==> src/sleep_mon_pkg.sv <==
// Purpose: constants for the sleep-mode wake-up timer and battery monitor
// Assumes: 100 MHz mclk, 32.768 kHz low-frequency tick enable
// Notes: register offsets are byte addresses of the serial register port
package sleep_mon_pkg;
	// ==========================================
	// register offsets
	localparam logic [6:0] ADDR_WAKE_EXP_DIV = 7'h14;
	localparam logic [6:0] ADDR_WAKE_MANT_HI = 7'h15;
	localparam logic [6:0] ADDR_WAKE_MANT_LO = 7'h16;
	localparam logic [6:0] ADDR_WAKE_CNT_HI = 7'h17;
	localparam logic [6:0] ADDR_WAKE_CNT_LO = 7'h18;
	localparam logic [6:0] ADDR_BAT_THRESH = 7'h1A;
	localparam logic [6:0] ADDR_BAT_LEVEL = 7'h1B;
	localparam logic [6:0] ADDR_IRQ_STATUS1 = 7'h03;
	localparam logic [6:0] ADDR_IRQ_STATUS2 = 7'h04;
	// ==========================================
	// field positions
	localparam int EXP_LSB = 2;
	localparam int DIV_LSB = 0;
	localparam int STAT2_BAT_BIT = 2;
	localparam int STAT2_WAKE_BIT = 3;
	// ==========================================
	// reset values
	localparam logic [7:0] RST_WAKE_EXP_DIV = 8'h00;
	localparam logic [7:0] RST_WAKE_MANT = 8'h00;
	localparam logic [4:0] RST_BAT_THRESH = 5'h14;
	// ==========================================
	// timing
	localparam int CLK_HZ = 100_000_000;
	localparam int LF_HZ = 32_768;
	localparam int LF_DIV = CLK_HZ / LF_HZ;
	localparam int SAMPLE_PERIOD_S = 1;
	localparam int SAMPLE_TICKS = SAMPLE_PERIOD_S * LF_HZ;
	localparam int MEAS_US = 250;
	localparam int MEAS_CYCLES = MEAS_US * (CLK_HZ / 1_000_000);
	localparam int BASE_SHIFT = 5;
	localparam int LOW_READS = 4;
	typedef enum logic [2:0] {
		WK_IDLE = 3'b001,
		WK_RUN = 3'b010,
		WK_DONE = 3'b100
	} wake_state_e;
endpackage : sleep_mon_pkg

==> src/sleep_mon.sv <==
// Purpose: wake-up timer and periodic battery monitor for sleep mode
// Assumes: register port strobes are synchronous to mclk
// Notes: low-frequency ticks are derived from mclk or a synced crystal pin
//
// Function
// timer starts counting when sleep entered with timer-run enable set
// period is 32*M*2^(R-D) ticks of the 32.768 kHz clock
// R is 4 bits, D 2 bits; mantissa high byte then low byte
// expiry with wake interrupt enabled asserts the interrupt pin
// current 16-bit count readable through two read-only registers
// enabled expiry drives pin low and requests crystal and mcu clock
// disabled wake interrupt: state held until host commands a change
// crystal select reconfigures GPIO0 as the crystal connection
// crystal select moves timer, mcu clock and duty cycle to crystal
// level below threshold with battery interrupt enabled raises interrupt
// latest level code readable while monitor enabled
// level code is 5 bits, 1.7 V plus 50 mV per step
// detector powered once per second for about 250 us
// four consecutive low readings needed before interrupt
// monitor enabled in sleep starts the RC oscillator; code keeps it off while crystal is selected
// host reads both status registers to find the source
// pending interrupt keeps mcu clock running until read
// flags latch until the status register is read
`timescale 1ns/1ps
`default_nettype none
module sleep_mon
	import sleep_mon_pkg::*;
(
	// clock and reset
	input wire logic mclk,
	input wire logic sys_rst,
	// register port
	input wire logic [6:0] reg_addr,
	input wire logic [7:0] reg_wdata,
	input wire logic reg_wr,
	input wire logic reg_rd,
	output logic [7:0] reg_rdata,
	// mode control bits
	input wire logic sleep_mode,
	input wire logic timer_run_en,
	input wire logic wake_irq_en,
	input wire logic bat_irq_en,
	input wire logic bat_mon_en,
	input wire logic ext_xtal32_select,
	// crystal and detector
	input wire logic xtal32_pin,
	input wire logic [4:0] bat_adc_code,
	// outputs
	output logic irq_n_pin,
	output logic rc_osc_on,
	output logic gpio0_is_xtal,
	output logic lf_from_xtal,
	output logic detector_power,
	output logic wake_timer_gpio,
	output logic xtal30_req,
	output logic mcu_clk_hold
);
	// ==========================================
	// registers
	logic [7:0] exp_div_r;
	logic [7:0] mant_hi_r;
	logic [7:0] mant_lo_r;
	logic [4:0] thresh_r;
	logic [4:0] level_r;
	logic [15:0] wcount_r;
	logic wake_flag_r;
	logic bat_flag_r;
	logic [7:0] rdata_nxt;
	// writes to read-only or unmapped offsets fall through untouched
	always_ff @(posedge mclk) begin
		if (sys_rst)
			exp_div_r <= RST_WAKE_EXP_DIV;
		else if (reg_wr && reg_addr == ADDR_WAKE_EXP_DIV)
			exp_div_r <= {2'h0, reg_wdata[5:0]};
	end
	always_ff @(posedge mclk) begin
		if (sys_rst)
			mant_hi_r <= RST_WAKE_MANT;
		else if (reg_wr && reg_addr == ADDR_WAKE_MANT_HI)
			mant_hi_r <= reg_wdata;
	end
	always_ff @(posedge mclk) begin
		if (sys_rst)
			mant_lo_r <= RST_WAKE_MANT;
		else if (reg_wr && reg_addr == ADDR_WAKE_MANT_LO)
			mant_lo_r <= reg_wdata;
	end
	always_ff @(posedge mclk) begin
		if (sys_rst)
			thresh_r <= RST_BAT_THRESH;
		else if (reg_wr && reg_addr == ADDR_BAT_THRESH)
			thresh_r <= reg_wdata[4:0];
	end
	always_comb begin
		case (reg_addr)
			ADDR_WAKE_EXP_DIV: rdata_nxt = exp_div_r;
			ADDR_WAKE_MANT_HI: rdata_nxt = mant_hi_r;
			ADDR_WAKE_MANT_LO: rdata_nxt = mant_lo_r;
			ADDR_WAKE_CNT_HI: rdata_nxt = wcount_r[15:8];
			ADDR_WAKE_CNT_LO: rdata_nxt = wcount_r[7:0];
			ADDR_BAT_THRESH: rdata_nxt = {3'h0, thresh_r};
			ADDR_BAT_LEVEL: rdata_nxt = {3'h0, level_r};
			ADDR_IRQ_STATUS2: begin
				rdata_nxt = 8'h00;
				rdata_nxt[STAT2_WAKE_BIT] = wake_flag_r;
				rdata_nxt[STAT2_BAT_BIT] = bat_flag_r;
			end
			default: rdata_nxt = 8'h00;
		endcase
	end
	// count bytes come one read apart, so the pair can tear mid-count
	always_ff @(posedge mclk) begin
		if (sys_rst)
			reg_rdata <= 8'h00;
		else if (reg_rd)
			reg_rdata <= rdata_nxt;
	end
	// ==========================================
	// low-frequency tick source
	// xs3_r only delays xs2_r for the edge detect
	logic xs1_r, xs2_r, xs3_r;
	logic [11:0] lf_div_r;
	logic lf_tick;
	always_ff @(posedge mclk) begin
		if (sys_rst) begin
			xs1_r <= 1'b0;
			xs2_r <= 1'b0;
			xs3_r <= 1'b0;
		end else begin
			xs1_r <= xtal32_pin;
			xs2_r <= xs1_r;
			xs3_r <= xs2_r;
		end
	end
	always_ff @(posedge mclk) begin
		if (sys_rst || lf_div_r == 12'(LF_DIV - 1))
			lf_div_r <= 12'h000;
		else
			lf_div_r <= lf_div_r + 12'h001;
	end
	// crystal edges replace the divided mclk tick once selected
	assign lf_tick = ext_xtal32_select ? (xs2_r & ~xs3_r)
		: (lf_div_r == 12'(LF_DIV - 1));
	// ==========================================
	// clock source status
	always_ff @(posedge mclk) begin
		if (sys_rst)
			gpio0_is_xtal <= 1'b0;
		else
			gpio0_is_xtal <= ext_xtal32_select;
	end
	always_ff @(posedge mclk) begin
		if (sys_rst)
			lf_from_xtal <= 1'b0;
		else
			lf_from_xtal <= ext_xtal32_select;
	end
	// rc oscillator rests whenever the crystal carries the slow clock
	always_ff @(posedge mclk) begin
		if (sys_rst)
			rc_osc_on <= 1'b0;
		else
			rc_osc_on <= ~ext_xtal32_select & sleep_mode
				& (bat_mon_en | timer_run_en);
	end
	// ==========================================
	// wake-up timer
	wake_state_e wstate_r;
	logic [3:0] wexp;
	logic [1:0] wdiv;
	logic [4:0] shift_amt;
	logic [20:0] pre_lim;
	logic [20:0] pre_r;
	logic [15:0] mant;
	logic sleep_d_r;
	logic wake_expire;
	logic stat_read;
	assign wexp = exp_div_r[EXP_LSB +: 4];
	assign wdiv = exp_div_r[DIV_LSB +: 2];
	assign mant = {mant_hi_r, mant_lo_r};
	// a mantissa of zero runs the full 65536 steps
	// 32*2^(R-D) ticks per mantissa step; smallest is 4 ticks at R=0 D=3
	assign shift_amt = (5'(wexp) + 5'(BASE_SHIFT)) - 5'(wdiv);
	assign pre_lim = 21'h000001 << shift_amt;
	assign wake_expire = (wstate_r == WK_RUN) && lf_tick
		&& (pre_r >= pre_lim - 21'h000001)
		&& (wcount_r >= mant - 16'h0001);
	always_ff @(posedge mclk) begin
		if (sys_rst) begin
			wstate_r <= WK_IDLE;
			pre_r <= 21'h000000;
			wcount_r <= 16'h0000;
			sleep_d_r <= 1'b0;
		end else begin
			sleep_d_r <= sleep_mode;
			case (wstate_r)
				WK_IDLE: begin
					if (sleep_mode && !sleep_d_r && timer_run_en) begin
						wstate_r <= WK_RUN;
						pre_r <= 21'h000000;
						wcount_r <= 16'h0000;
					end
				end
				WK_RUN: begin
					if (!timer_run_en)
						wstate_r <= WK_IDLE;
					else if (wake_expire)
						wstate_r <= WK_DONE;
					else if (lf_tick) begin
						if (pre_r >= pre_lim - 21'h000001) begin
							pre_r <= 21'h000000;
							wcount_r <= wcount_r + 16'h0001;
						end else
							pre_r <= pre_r + 21'h000001;
					end
				end
				WK_DONE: begin
					// restart periodically while still asleep
					if (timer_run_en && sleep_mode) begin
						wstate_r <= WK_RUN;
						pre_r <= 21'h000000;
						wcount_r <= 16'h0000;
					end else
						wstate_r <= WK_IDLE;
				end
				default: wstate_r <= WK_IDLE;
			endcase
		end
	end
	// ==========================================
	// battery monitor
	logic [15:0] samp_r;
	logic [14:0] meas_r;
	logic [2:0] low_cnt_r;
	logic meas_end;
	assign meas_end = detector_power && meas_r == 15'(MEAS_CYCLES - 1);
	always_ff @(posedge mclk) begin
		if (sys_rst || !bat_mon_en) begin
			samp_r <= 16'h0000;
			meas_r <= 15'h0000;
			detector_power <= 1'b0;
		end else begin
			if (lf_tick) begin
				if (samp_r == 16'(SAMPLE_TICKS - 1)) begin
					samp_r <= 16'h0000;
					detector_power <= 1'b1;
				end else
					samp_r <= samp_r + 16'h0001;
			end
			if (meas_end) begin
				detector_power <= 1'b0;
				meas_r <= 15'h0000;
			end else if (detector_power)
				meas_r <= meas_r + 15'h0001;
		end
	end
	always_ff @(posedge mclk) begin
		if (sys_rst)
			level_r <= 5'h00;
		else if (meas_end)
			level_r <= bat_adc_code;
	end
	// saturates: one interrupt per low spell, rearmed by a good reading
	always_ff @(posedge mclk) begin
		if (sys_rst)
			low_cnt_r <= 3'h0;
		else if (meas_end && bat_adc_code >= thresh_r)
			low_cnt_r <= 3'h0;
		else if (meas_end && low_cnt_r != 3'(LOW_READS))
			low_cnt_r <= low_cnt_r + 3'h1;
	end
	// ==========================================
	// interrupt flags, set wins over read clear
	logic bat_event;
	assign stat_read = reg_rd && (reg_addr == ADDR_IRQ_STATUS2);
	assign bat_event = meas_end && bat_adc_code < thresh_r
		&& low_cnt_r == 3'(LOW_READS - 1);
	event_latch event_latch_wake_i (
		.mclk,
		.sys_rst,
		.set_ev(wake_expire && wake_irq_en),
		.clr_ev(stat_read),
		.flag(wake_flag_r)
	);
	event_latch event_latch_bat_i (
		.mclk,
		.sys_rst,
		.set_ev(bat_event && bat_irq_en),
		.clr_ev(stat_read),
		.flag(bat_flag_r)
	);
	logic pend;
	assign pend = wake_flag_r | bat_flag_r;
	// ==========================================
	// interrupt pin and clock requests
	always_ff @(posedge mclk) begin
		if (sys_rst)
			irq_n_pin <= 1'b1;
		else
			irq_n_pin <= ~pend;
	end
	always_ff @(posedge mclk) begin
		if (sys_rst)
			xtal30_req <= 1'b0;
		else
			xtal30_req <= pend;
	end
	always_ff @(posedge mclk) begin
		if (sys_rst)
			mcu_clk_hold <= 1'b0;
		else
			mcu_clk_hold <= pend;
	end
	// without the interrupt only the gpio level reports expiry
	always_ff @(posedge mclk) begin
		if (sys_rst)
			wake_timer_gpio <= 1'b0;
		else if (wake_expire && !wake_irq_en)
			wake_timer_gpio <= 1'b1;
		else if (!sleep_mode)
			wake_timer_gpio <= 1'b0;
	end
endmodule : sleep_mon
// ==========================================
// sticky interrupt flag; a same-cycle event beats the read clear
module event_latch (
	// clock and reset
	input wire logic mclk,
	input wire logic sys_rst,
	// event and read clear
	input wire logic set_ev,
	input wire logic clr_ev,
	// latched flag
	output logic flag
);
	always_ff @(posedge mclk) begin
		if (sys_rst)
			flag <= 1'b0;
		else if (set_ev)
			flag <= 1'b1;
		else if (clr_ev)
			flag <= 1'b0;
	end
endmodule : event_latch
`default_nettype wire

==> config.mk <==
export PLATFORM = sky130hd
export DESIGN_NAME = sleep_mon
export DESIGN_NICKNAME = d
export VERILOG_FILES = /design/src/sleep_mon_pkg.sv /design/src/sleep_mon.sv
export SDC_FILE = /design/constraint.sdc
export NUM_CORES = 1
export LEC_CHECK = 0
export BUFFER_PORTS_ARGS = -buffer_cell sky130_fd_sc_hd__clkbuf_2
export CORE_MARGIN = 1.5
export CORE_UTILIZATION = 35
export CTS_CLUSTER_DIAMETER = 150
export DETAILED_ROUTE_END_ITERATION = 8
export PLACE_DENSITY = 0.5
export SLEW_MARGIN = 30
export SYNTH_ARGS = -nofsm -noshare
export SYNTH_HDL_FRONTEND = slang
export SYNTH_SLANG_ARGS = --single-unit
==> constraint.sdc <==
create_clock -name mclk -period 7.7 [get_ports mclk]
set_input_delay 0.385 -clock mclk [delete_from_list [all_inputs] [get_ports mclk]]
set_output_delay 0.385 -clock mclk [all_outputs]
set_load 0.02 [all_outputs]
Word-level counts from Yosys, hierarchy flattened
Cells that the tools add are included.
{ "totals": {"register_bits": 138, "in_bits": 31, "output_inout_bits": 16, "wordCells": 132} }
{ "op_classes": {"n_addsub": 10, "magnitude_cmp": 4, "n_eq_ne": 24, "shift": 1, "muxes": 27, "bitwise": 8, "n_reduce_logical": 33} }
{ "ops": {"columns": ["operator", "n"], "rows": [
  ["$mux W21", 6],
  ["$mux W16", 7],
  ["$pmux W8 S8", 1],
  ["$pmux W21 S3", 1],
  ["$eq A7 B5 Y1 const B", 7],
  ["$pmux W16 S3", 1],
  ["$add A16 B1 Y16 const B", 2],
  ["$add A21 B1 Y21 const B", 1],
  ["$ge A21 B21 Y1", 1],
  ["$shl A1 B5 Y21 const A", 1],
  ["$sub A21 B1 Y21 const B", 1],
  ["$logic_and A1 B1 Y1", 19],
  ["$eq A16 B15 Y1 const B", 1],
  ["$ge A16 B16 Y1", 1],
  ["$sub A16 B1 Y16 const B", 1],
  ["$add A15 B1 Y15 const B", 1],
  ["$eq A15 B15 Y1 const B", 1],
  ["$add A12 B1 Y12 const B", 1],
  ["$eq A12 B12 Y1 const B", 1],
  ["$ne A2 B2 Y1 const B", 5],
  ["$mux W3", 3],
  ["$pmux W3 S3", 1],
  ["$eq A7 B3 Y1 const B", 1],
  ["$reduce_and A7 Y1", 1],
  ["22 further kinds", 41]
]} }

Depth between registers and ports, before layout
{ "depth": {"depth_word": 10, "depth_mapped": 25, "mapped_depth_nobuf": 23} }

By module
A second synthesis with hierarchy kept.
{ "unflattened": {"hier_cells": 981, "area_unflattened_um2": 8049.0} }
{ "modules_own_cells": {"columns": ["module", "instances", "cells_per_inst", "area_per_inst_um2"], "rows": [
  ["sleep_mon", 1, 973, 7971.4],
  ["event_latch", 2, 4, 38.8]
]} }

Least setup slack after synthesis
No wires, ideal clock.
{ "synth_timing": {"path_type": "flip-flop to flip-flop", "startpoint": "register exp_div_r[3]", "endpoint": "register pre_r[12]", "setup_ps": 87, "t_arrival_ps": 4968, "required_time_ps": 7613, "setup_slack_ps": 2645, "path_stages_with_launch": 24, "n_path_buf": 2, "synth_period_minus_slack_ps": 5055, "path_cell_list": "dfxtp_1 inv_1 ha_1 inv_1 ha_1 inv_1 fa_1 xor2_1 and3_1 nand2_1 ha_1 nor3_1 a32o_1 a21oi_1 ha_1 a211oi_1 nor2_1 or3_1 o311ai_1 nand3_1 or3_1 clkbuf_1 clkbuf_1 o31ai_1"} }
{ "synth_via": {"elab_chain_len": 10, "elab_cells_between_ends": 14, "cone_classes": "3 x add/sub; 1 x order compare; 1 x eq/ne; 1 x shift; 5 x mux; 3 x reduce/logical"} }
{ "synth_lines": {"columns": ["element", "line_no", "source"], "rows": [
  ["start, declared", "sleep_mon.sv:60", "logic [7:0] exp_div_r;"],
  ["start signal, assigned", "sleep_mon.sv:74", "exp_div_r <= {2'h0, reg_wdata[5:0]};"],
  ["$add A4 B3 Y5 *", "sleep_mon.sv:183", "assign shift_amt = (5'(wexp) + 5'(BASE_SHIFT)) - 5'(wdiv);"],
  ["$sub A5 B2 Y5 *", "sleep_mon.sv:183", null],
  ["$shl A1 B5 Y21 *", "sleep_mon.sv:184", "assign pre_lim = 21'h000001 << shift_amt;"],
  ["$sub A21 B1 Y21 *", "sleep_mon.sv:186, sleep_mon.sv:210", null],
  ["$ge A21 B21 Y1 *", "sleep_mon.sv:186, sleep_mon.sv:210", null],
  ["$mux W21", "sleep_mon.sv:210", "if (pre_r >= pre_lim - 21'h000001) begin"],
  ["$mux W21", "sleep_mon.sv:209", "else if (lf_tick) begin"],
  ["$mux W21", "sleep_mon.sv:207", "else if (wake_expire)"],
  ["$mux W21", "sleep_mon.sv:205", "if (!timer_run_en)"],
  ["$pmux W21 S3", "sleep_mon.sv:196", "case (wstate_r)"],
  ["end signal, assigned", "sleep_mon.sv:214", "pre_r <= pre_r + 21'h000001;"],
  ["end, declared", "sleep_mon.sv:173", "logic [20:0] pre_r;"]
]} }
Mark *: on every way between the ends. The rest lies on a longest branch, timed or not. The select of a mux whose other input is x is not followed.
A chain may end at the register's enable or synchronous reset.

Worst setup path in the final report
{ "layout_timing": {"startpoint": "register exp_div_r[3]", "endpoint": "register pre_r[11]"} }
Same word-level chain as after synthesis.

==> impl_metrics.toml <==
[synth]
netlist_area_mm2 = 0.00798
synth_seq_area_share_pct = 34.6
synth_top_area_share_pct = 34.6
synth_ff_type = "dfxtp_1"
synth_edf_count = 0
synth.largest_area_cell = "dfxtp_1"
ys_ff_latch = 138
synth_cell_type_count = 66
async_reset_ff_share_pct = 0
yosys-top-cells-area = "dfxtp_1, ha_1, nor2_1, a21oi_1, nand2_1"
yosys_warnings = 0
synthesis.nets = 1077
syn_inst = 988
synth_top_cells_by_count = "dfxtp_1, nor2_1, nand2_1"
yosys.cell_count.top_type = "dfxtp_1"
syn_area_per_cell_um2 = 8.07

[setup_path]
rr_worst_depth = 22
cp_max_fo = 22
rr_endpoint = "pre_r[11]"
r2r-start = "exp_div_r[3]"
worstPathRequired_ns = 8.02
start_kind = "flop"
endpoint_kind = "flop"
critPathArrivalTime_ns = 6.55
worst-setup-path-type = "flop to flop"
reg2reg_slack_ns = 1.47

[floorplanning]
io_pins = 47
die-area_mm2 = 0.0237
chipHeight_um = 154
rows = 55
chipWidth_um = 154
core_area_mm2 = 0.0225
floorplan.initialDensity_pct = 35.4

[clock_network]
post_cts_buffers = 0
htreeDepth = 4
cts_tree = "built"
cts-root-buf = "clkbuf_16"
cts_sinks = 138
worstSkewPairLatency_ns = 0.43
clk_path_buf_depth = 2
clkSlewWorstSetupHoldPaths_ns = 0.06
cts-resized-gates = 0
cts_made_buffers = 17
ctsHoldBuffers = 0

[pwr]
vdd_drop_max_v = 0.000113
powerDensity_mw_per_mm2 = 189
p_leak_uw = 0.00348

[route]
drc = 0
routedWlPerCell_um = 15.5
first_pass_iters = 5
routed_wl_um = 20300
drtIter0Drc = 367
via_per_inst = 5.27
num_vias = 6885
postRouteAntennaNets = 0

[cells_and_area]
fin_nets = 1101
n_fill_cell = 2312
post-route-util_pct = 40.3
syn_to_final_growth_pct = 13.6
insertedDiodeCount = 0
layout-drive-gt1-share_pct = 9.49

[min_path]
hold_class = "input port to flop"
hold_start = "xtal32_pin"
hold_path_depth = 2
min_to = "xs1_r"

[place]
dp_hpwl_um = 14700
gp_congestion = 0.838
port_buffers = 46

[grt]
grt_pass1_vias = 6616
grt_max_degree = 62
grt.overflow.total = 0
antenna_found_initial = 0
grt_usage_pct = 17.8
grt_pass1_wl_um = 34000

[sta]
finalSetupTns_ns = 0
hold_viol_final = 0
final_max_slew_viol_count = 0
min_period_ns = 6.23
slew_headroom_pct = 39.4
clock_skew_ns = 0.0114
finalCritPeriodShare_pct = 80.9
setup_viol = 0
worst_slew_pin_slew_ns = 0.909
fmax_mhz = 161
rsz0062_at_grt = "no"

[run_status]
status = "finished clean"

[run]
maxCapViolations = 0
[final cells by class]
class	instances	area, um2	area share (%)
clock buffer	17	425	4.69
clock inverter	12	224	2.47
inverter	36	135	1.49
multi-input combinational	769	4900	54.0
sequential	138	2760	30.5
tap	285	357	3.94
timing repair buffer	50	260	2.87
[worst max-delay path by stage]
stage | startpoint | end | slack, ns | cells past startpoint
global route | exp_div_r[3] | pre_r[7] | 0.87 | 23
global placement | exp_div_r[3] | pre_r[11] | 1.63 | 22
floorplan | exp_div_r[3] | pre_r[12] | 2.65 | 23
finish | exp_div_r[3] | pre_r[11] | 1.47 | 22
detailed placement | exp_div_r[3] | pre_r[11] | 1.51 | 22
CTS | exp_div_r[3] | pre_r[11] | 1.45 | 22
[layout by cell type, fill, tap and decap left out, types with 4 or more instances in the layout]
cell         n
a21o_1       9
a21oi_1     75
a22o_1       7
a22oi_1      8
a31oi_1      7
a32oi_1      4
and3_1      20
buf_4        4
bufinv_16    6
clkbuf_16   17
clkbuf_2    46
dfxtp_1    138
ha_1        57
inv_1       36
mux2_2       8
mux2i_1     18
nand2_1     95
nand2b_1    17
nand3_1     58
nand3b_1     6
nand4_1     14
nor2_1     124
nor2b_1     16
nor3_1      24
nor3b_1      6
nor4_1       8
o211ai_1    24
o21a_1       8
o21ai_0     30
o31ai_1     11
or3_1       10
or4_1        7
xnor2_1     30
xor2_1      24
[through the flow]
| stage | hold slack (ns) | power [uW] | setup slack, ns | std cells | cell area (um2) |
|---|---|---|---|---|---|
| global route | 0.164 | 1780 | 0.874 | 1307 | 9060 |
| detailed placement | 0.424 | 808 | 1.51 | 1278 | 8410 |
| CTS | 0.153 | 1740 | 1.45 | 1307 | 9060 |
| floorplan | 0.414 | 782 | 2.65 | 988 | 7980 |
| global placement | 0.421 | 808 | 1.63 | 1278 | 8410 |
| finish | 0.170 | 1720 | 1.47 | 1307 | 9060 |
[worst max-delay path, cell delays in order, from the launching register on]
cell and delay, ns:
dfxtp_1 0.35, inv_1 0.05, ha_1 0.27, inv_1 0.07
ha_1 0.16, inv_1 0.05, fa_1 0.44, xnor2_1 0.44
nor2_1 0.18, nand4b_1 0.14, ha_1 0.45, nor3_1 0.17
a32o_1 0.28, a21oi_1 0.21, ha_1 0.28, a211oi_1 0.23
nor2_1 0.07, or3_1 0.37, o311ai_1 0.48, nand3_1 0.14
buf_4 0.24, or3_1 0.62, o41ai_1 0.40
[power by group]
part           leakage [uW]  switching (uW)  total (uW)  internal (uW)
logic               0.00205            48.6        70.3           21.7
registers           0.00111            3.46         721            718
clock network      0.000315             323         925            602
[state kept, by name, summed over array words and instances (netlist names), 8 cells and up]
register   cells
pre_r         21
lf_div_r      12
wcount_r      16
meas_r        15
reg_rdata      8
mant_hi_r      8
samp_r        16
mant_lo_r      8
[logic make-up after synthesis]
family	after synthesis	synth area share [%]
AOI/OAI and AO/OA	207	16.9
xor gates and xnor gates	54	5.93
adders and majority gates	58	9.19
buffers and inverters	81	4.03
DFF	138	34.6
muxes	26	3.39
and+or+nand+nor	424	26.0
[layer usage]
layer  vias to the layer above  global-route usage, %  share of wire (%)
li1                       3563                      -                  -
met1                      3247                   23.6                 50
met2                        58                   29.6                 47
met3                        17                   3.58                2.3
met4                         0                   4.44                1.1
met5                         -                      0                  0
Note: power is estimated with default switching activity, not from simulation.
